## src/strap_pkg.sv

```systemverilog
// Functional notes
// - sample clock-drive strap while reset low; capture it when reset releases.
// - weak pull-downs on clock strap pins on during reset, off after capture.
// - latched drive select 0 means 24 MHz crystal, 1 means external 24 MHz clock.
// - sample two-bit frequency strap during reset; latch both bits at release.
// - frequency code 00 means 24 MHz; other codes reserved, board must not strap them.
// - clock choice comes only from captured straps; later pin changes ignored.
package strap_pkg;

    localparam int unsigned CLK_MHZ        = 250;
    localparam int unsigned RESET_MIN_NS   = 1000;
    // least reset width in core cycles, rounded up
    localparam int unsigned RESET_MIN_CYC  = (RESET_MIN_NS * CLK_MHZ + 999) / 1000;
    localparam int unsigned RST_CNT_W      = 10;

    localparam logic        DRIVE_CRYSTAL  = 1'b0;
    localparam logic        DRIVE_EXTERNAL = 1'b1;
    localparam logic [1:0]  FREQ_24MHZ     = 2'b00;
    localparam logic [1:0]  FREQ_RESET     = 2'b00;
    localparam int unsigned REF_24MHZ_KHZ  = 24000;

    // captured clock configuration
    typedef struct packed {
        logic       external_clk;   // 1: external oscillator on crystal input
        logic [1:0] freq_code;      // raw latched code
        logic       freq_reserved;  // raw code was reserved
    } clk_cfg_s;

endpackage

```

## src/strap_capture.sv

```systemverilog
`timescale 1ns/1ps
// holds the strap values seen in the last reset cycle; sampling runs every
// cycle of reset so the last sample before release is what gets kept
module strap_capture (
    input  wire logic       core_clk,
    input  wire logic       rst,
    input  wire logic       sample_en,
    input  wire logic       drive_in,
    input  wire logic [1:0] freq_in,
    output logic            drive_q,
    output logic [1:0]      freq_q
);

    // track pins only while the window is open, then hold; core reset clears the
    // flops so nothing stale is published if a window is cut short by it
    always_ff @(posedge core_clk) begin
        if (rst) begin
            drive_q <= strap_pkg::DRIVE_CRYSTAL;
            freq_q  <= strap_pkg::FREQ_RESET;
        end else if (sample_en) begin
            drive_q <= drive_in;
            freq_q  <= freq_in;
        end
    end

endmodule // strap_capture

```

## src/reset_strap_clock_select.sv

```systemverilog
`timescale 1ns/1ps
// captures clock straps during the active-low system reset and publishes the
// reference clock choice once the reset is released
module reset_strap_clock_select (
    input  wire logic                core_clk,
    input  wire logic                rst,
    input  wire logic                sys_reset_n,
    input  wire logic                clock_drive_select_strap_i,
    output logic                     clock_drive_select_strap_o,
    output logic                     clock_drive_select_strap_oe,
    input  wire logic [1:0]          freq_select_strap_i,
    output logic [1:0]               freq_select_strap_o,
    output logic [1:0]               freq_select_strap_oe,
    output logic                     strap_pulldown_en,
    output logic                     cfg_valid,
    output strap_pkg::clk_cfg_s      clk_cfg,
    output logic                     use_crystal,
    output logic                     crystal_osc_en,
    output logic                     reset_too_short
);

    typedef enum logic [1:0] {
        ST_IDLE    = 2'b00,
        ST_SAMPLE  = 2'b01,
        ST_LOCKED  = 2'b10
    } phase_e;

    phase_e                        phase_q;
    phase_e                        phase_d;
    logic                          sample_en;
    logic                          capture_now;
    logic                          drive_raw;
    logic [1:0]                    freq_raw;
    logic [strap_pkg::RST_CNT_W-1:0] low_cnt_q;

    function automatic logic is_reserved(input logic [1:0] code);
        return code != strap_pkg::FREQ_24MHZ;
    endfunction

    // window open while system reset is held low
    always_comb begin
        phase_d = phase_q;
        unique case (phase_q)
            ST_IDLE:   if (!sys_reset_n) phase_d = ST_SAMPLE;
            ST_SAMPLE: if (sys_reset_n)  phase_d = ST_LOCKED;
            ST_LOCKED: if (!sys_reset_n) phase_d = ST_SAMPLE;
            default:   phase_d = ST_IDLE;
        endcase
    end

    always_ff @(posedge core_clk) begin
        if (rst) begin
            phase_q <= ST_IDLE;
        end else begin
            phase_q <= phase_d;
        end
    end

    assign sample_en = !rst && !sys_reset_n;

    // release edge: straps already sit in the capture flops from the last low cycle
    assign capture_now = (phase_q == ST_SAMPLE) && sys_reset_n;

    strap_capture u_capture (
        .core_clk  (core_clk),
        .rst       (rst),
        .sample_en (sample_en),
        .drive_in  (clock_drive_select_strap_i),
        .freq_in   (freq_select_strap_i),
        .drive_q   (drive_raw),
        .freq_q    (freq_raw)
    );

    // pull-downs on as soon as reset goes low, so even a one-cycle window samples
    // a defined level on an unfitted pin; strap pins are never driven by us
    assign strap_pulldown_en           = !sys_reset_n || (phase_q != ST_LOCKED);
    assign clock_drive_select_strap_o  = 1'h0;
    assign clock_drive_select_strap_oe = 1'h0;

    // output buffers stay disabled on every frequency strap bit
    for (genvar i = 0; i < $bits(freq_select_strap_o); i++) begin : g_freq_pin
        assign freq_select_strap_o[i]  = 1'h0;
        assign freq_select_strap_oe[i] = 1'h0;
    end

    // published config is frozen after release; pins moving later change nothing
    always_ff @(posedge core_clk) begin
        if (rst) begin
            clk_cfg   <= '{external_clk: strap_pkg::DRIVE_CRYSTAL,
                           freq_code: strap_pkg::FREQ_RESET, freq_reserved: 1'b0};
            cfg_valid <= 1'b0;
        end else if (capture_now) begin
            clk_cfg.external_clk  <= drive_raw;
            clk_cfg.freq_code     <= freq_raw;
            clk_cfg.freq_reserved <= is_reserved(freq_raw);
            cfg_valid             <= 1'b1;
        end else if (!sys_reset_n) begin
            cfg_valid <= 1'b0;
        end
    end

    // reserved codes still run at 24 MHz, so the oscillator choice uses drive only;
    // registered beside clk_cfg so the oscillator controls never glitch
    always_ff @(posedge core_clk) begin
        if (rst) begin
            use_crystal    <= 1'h1;  // crystal until a window says otherwise
            crystal_osc_en <= 1'h0;
        end else if (capture_now) begin
            use_crystal    <= (drive_raw == strap_pkg::DRIVE_CRYSTAL);
            crystal_osc_en <= (drive_raw == strap_pkg::DRIVE_CRYSTAL);
        end else if (!sys_reset_n) begin
            crystal_osc_en <= 1'h0;  // choice is void while a new window runs
        end
    end

    // flags a reset pulse shorter than the least width; diagnostic only
    always_ff @(posedge core_clk) begin
        if (rst) begin
            low_cnt_q       <= '0;
            reset_too_short <= 1'b0;
        end else if (!sys_reset_n) begin
            if (low_cnt_q != strap_pkg::RESET_MIN_CYC[strap_pkg::RST_CNT_W-1:0]) begin
                low_cnt_q <= low_cnt_q + 1'b1;
            end
        end else if (phase_q == ST_SAMPLE) begin
            reset_too_short <= low_cnt_q < strap_pkg::RESET_MIN_CYC[strap_pkg::RST_CNT_W-1:0];
            low_cnt_q       <= '0;
        end
    end
endmodule // reset_strap_clock_select

```

## config.mk

```make
export PLATFORM = sky130hd
export DESIGN_NAME = reset_strap_clock_select
export DESIGN_NICKNAME = d
export VERILOG_FILES = /design/src/strap_pkg.sv /design/src/strap_capture.sv /design/src/reset_strap_clock_select.sv
export SDC_FILE = /design/constraint.sdc
export NUM_CORES = 1
export LEC_CHECK = 0
export BUFFER_PORTS_ARGS = -buffer_cell sky130_fd_sc_hd__buf_2
export CAP_MARGIN = 10
export CELL_PAD_IN_SITES_DETAIL_PLACEMENT = 1
export CELL_PAD_IN_SITES_GLOBAL_PLACEMENT = 1
export CORE_ASPECT_RATIO = 1.75
export CORE_UTILIZATION = 40
export DETAILED_ROUTE_END_ITERATION = 8
export PLACE_DENSITY_LB_ADDON = 0.05
export RECOVER_POWER = 100
export SETUP_SLACK_MARGIN = 0.4
export SLEW_MARGIN = 20
export SYNTH_ARGS = -nofsm -noshare
export SYNTH_HDL_FRONTEND = slang
export SYNTH_SLANG_ARGS = --single-unit
```

## constraint.sdc

```tcl
create_clock -name core_clk -period 2.02 [get_ports core_clk]
set_input_delay 0 -clock core_clk [delete_from_list [all_inputs] [get_ports core_clk]]
set_output_delay 0 -clock core_clk [all_outputs]
set_load 0.01 [all_outputs]
```

==> run metrics <==
status=complete, no violations; Max Root-Sink Buffers=2; initial DRC count=10; Final min period=1.70 ns; dpl hpwl=1830 µm; crit start category=flip-flop; Netlist cell types=40; DRT Pass-1 Iters=2; Hold Path Class=input port to flip-flop; Pleak=0.559 nW; chip height=71.4 µm; CP Cell Sequence=inv_2 -> ha_1 -> nor4b_4 -> a31o_1 -> clkbuf_4 -> a21boi_0 -> o22a_1; Sw Share=25.4%; crit-path max cell delay=0.34 ns; Reg-to-Reg Start=low_cnt_q[0]; largest net degree at the start of global routing=14; Highest Clock Rate=588 MHz; CTS tree=done; Post-DP Area=1160 µm²; die area=2970 µm²; EDFF count, synth=0; Synth warnings=0; clk slew on worst S/H paths=0.09 ns; DRC Markers=0; CP max-delay cell=dfxtp_2; ratio of cells with drive above 1 in the final layout=16.4%; Top FF cell, synth=dfxtp_1; Reg power frac=55.5%; fillcell total=320; Final ANT Viol Nets=0; total number of vias=925; setup ws final=0.318 ns; cell row count=24; asr flop ratio synth=0%; Seq cells post-synth=23; Num CTS Buffers=3; Worst Hold Depth=2; commonest non-fill, non-tap cell in the layout=dfxtp_1; Clk network pwr share=34.1%; clk_lat worst skew=0.27 ns; register area share after synthesis=41.8%; core area=2550 µm²; vias in the first global route=916; crit path from=low_cnt_q[0]; total length of routed wires=2540 µm; Worst Skew=0.00516 ns; mapped cell area=1100 µm²; NetSw=0.220 mW; final setup vio count=0; RSZ-0062 raised after global routing=true; Layout area overhead=14.0%; Fin Setup TNS=0 ns; WHS=0.0253 ns; GRT Residual Overflow=0; CP required=2.19 ns; clock tree root buffer cell=clkbuf_8; DR vias/cell=5.57; initial cell density of the core=43.1%; Critical Path Fanout Max=6; Reg2Reg Depth=7; nets=149; Pwr Total=0.864 mW; Int Power=0.644 mW; post-route cell area=1250 µm²; H-tree levels=1; global placement routability congestion=0.775; antenna violations before repair=0; Gate power share=10.4%; CP Class=flip-flop to flip-flop; final hold vios=0; IO buf count=14; syn_area_per_cell=9.18 µm²; Mapped Cells=120; highest-count cells in the layout ignoring fill and taps=dfxtp_1 (20), nor2_1 (12), nand2_1 (11), a21oi_1 (11), clkbuf_1 (10); CP endpoint kind=flip-flop; max_cap viols=0; clk sink count=23; reg2reg setup slack=0.32 ns; ant diodes=0; Place WS=0.404 ns; Peak supply drop=0.485 mV; first-pass GRT wire length=4180 µm; DR WL/cell=15.3 µm; die width=41.7 µm; # IOs=21; final period utilization=84.3%; Slew Limit Fails=0; HP Start=rst; GRT Total Usage=18.4%; total power divided by cell area=688 nW/µm²; CP arrival=1.87 ns
-- sequential cells by signal, indices dropped and copies added, names as in the netlist --
signal and flops:
use_crystal 1, cfg_valid 1, u_capture.drive_q 1, u_capture.freq_q 2, clk_cfg 4, crystal_osc_en 1
phase_q 2, reset_too_short 1, low_cnt_q 10
-- synthesized netlist by cell type (all sizes together), types with 3 or more instances --
| library cell | count | area [µm²] |
|---|---|---|
| dfxtp | 23 | 460 |
| nor2 | 12 | 45.0 |
| a21oi | 11 | 55.1 |
| nand2 | 11 | 41.3 |
| buf | 9 | 78.8 |
| nor3 | 4 | 20.0 |
| o22a | 4 | 35.0 |
| and3 | 3 | 18.8 |
| inv | 3 | 11.3 |
| mux2i | 3 | 30.0 |
| nand3 | 3 | 15.0 |
-- metrics by stage --
stage / instances / util [%]
detailed placement: 156 / 45.5
floorplan: 125 / -
global route: 166 / 49.2
finish: 166 / 49.2
global placement: 156 / 45.5
CTS: 163 / 48.7
-- layout make-up --
type	count	area [µm²]	area share [%]
Inverter	3	11.3	0.897
Tap cell	26	32.5	2.59
Clock inverter	1	5.00	0.399
Timing Repair Buffer	21	115	9.17
Multi-Input combinational cell	89	586	46.7
Clock buffer	3	41.3	3.29
Sequential cell	23	464	37.0
-- critical path, delay by kind of cell (launching register included) --
family                     cells  cell delay, ns
AOI/OAI and AO/OA              3            0.61
DFF                            1            0.34
and+or+nand+nor                1            0.27
buffers and inverters          2            0.25
adders and majority gates      1            0.14
-- repair_timing --
action,4_1_cts,5_1_grt
endpoints found under the hold margin,3,0
endpoints found under the setup margin,1,10
gates resized for setup,1,3
setup buffers,0,2
pin swaps,0,1
hold buffers,3,0
cloned,0,1
-- worst paths after layout --
| path | endpoint |
|---|---|
| hold reg to reg | clk_cfg[1] |
| hold / removal | clk_cfg[3] |
| setup reg to reg | low_cnt_q[2] |
| setup / recovery | low_cnt_q[2] |
-- cell families after synthesis --
group | share of synthesized area [%]
other cells | 0.341
mux | 4.77
xor+xnor | 0.796
buf+inv | 8.86
flops | 41.8
fa+ha+maj | 2.27
compound gates | 17.6
simple gates | 23.5
-- power by group through the flow --
stage	registers, mW	logic, mW	clock network, mW
after CTS	0.480	0.0859	0.303
final	0.480	0.0896	0.295
after global routing	0.482	0.0995	0.326
after global placement	0.489	0.0780	0
after detailed placement	0.490	0.0803	0
after floorplan	0.490	0.0712	0
-- layer usage --
| layer | up-vias | track usage (%) | routed length, µm |
|---|---|---|---|
| met5 | - | 0 | 0 |
| met1 | 452 | 18.7 | 935 |
| met3 | 7 | 3.02 | 47 |
| li1 | 452 | - | - |
| met2 | 14 | 34.4 | 1470 |
| met4 | 0 | 10.4 | 82 |
(Power assumes the default switching activity.)
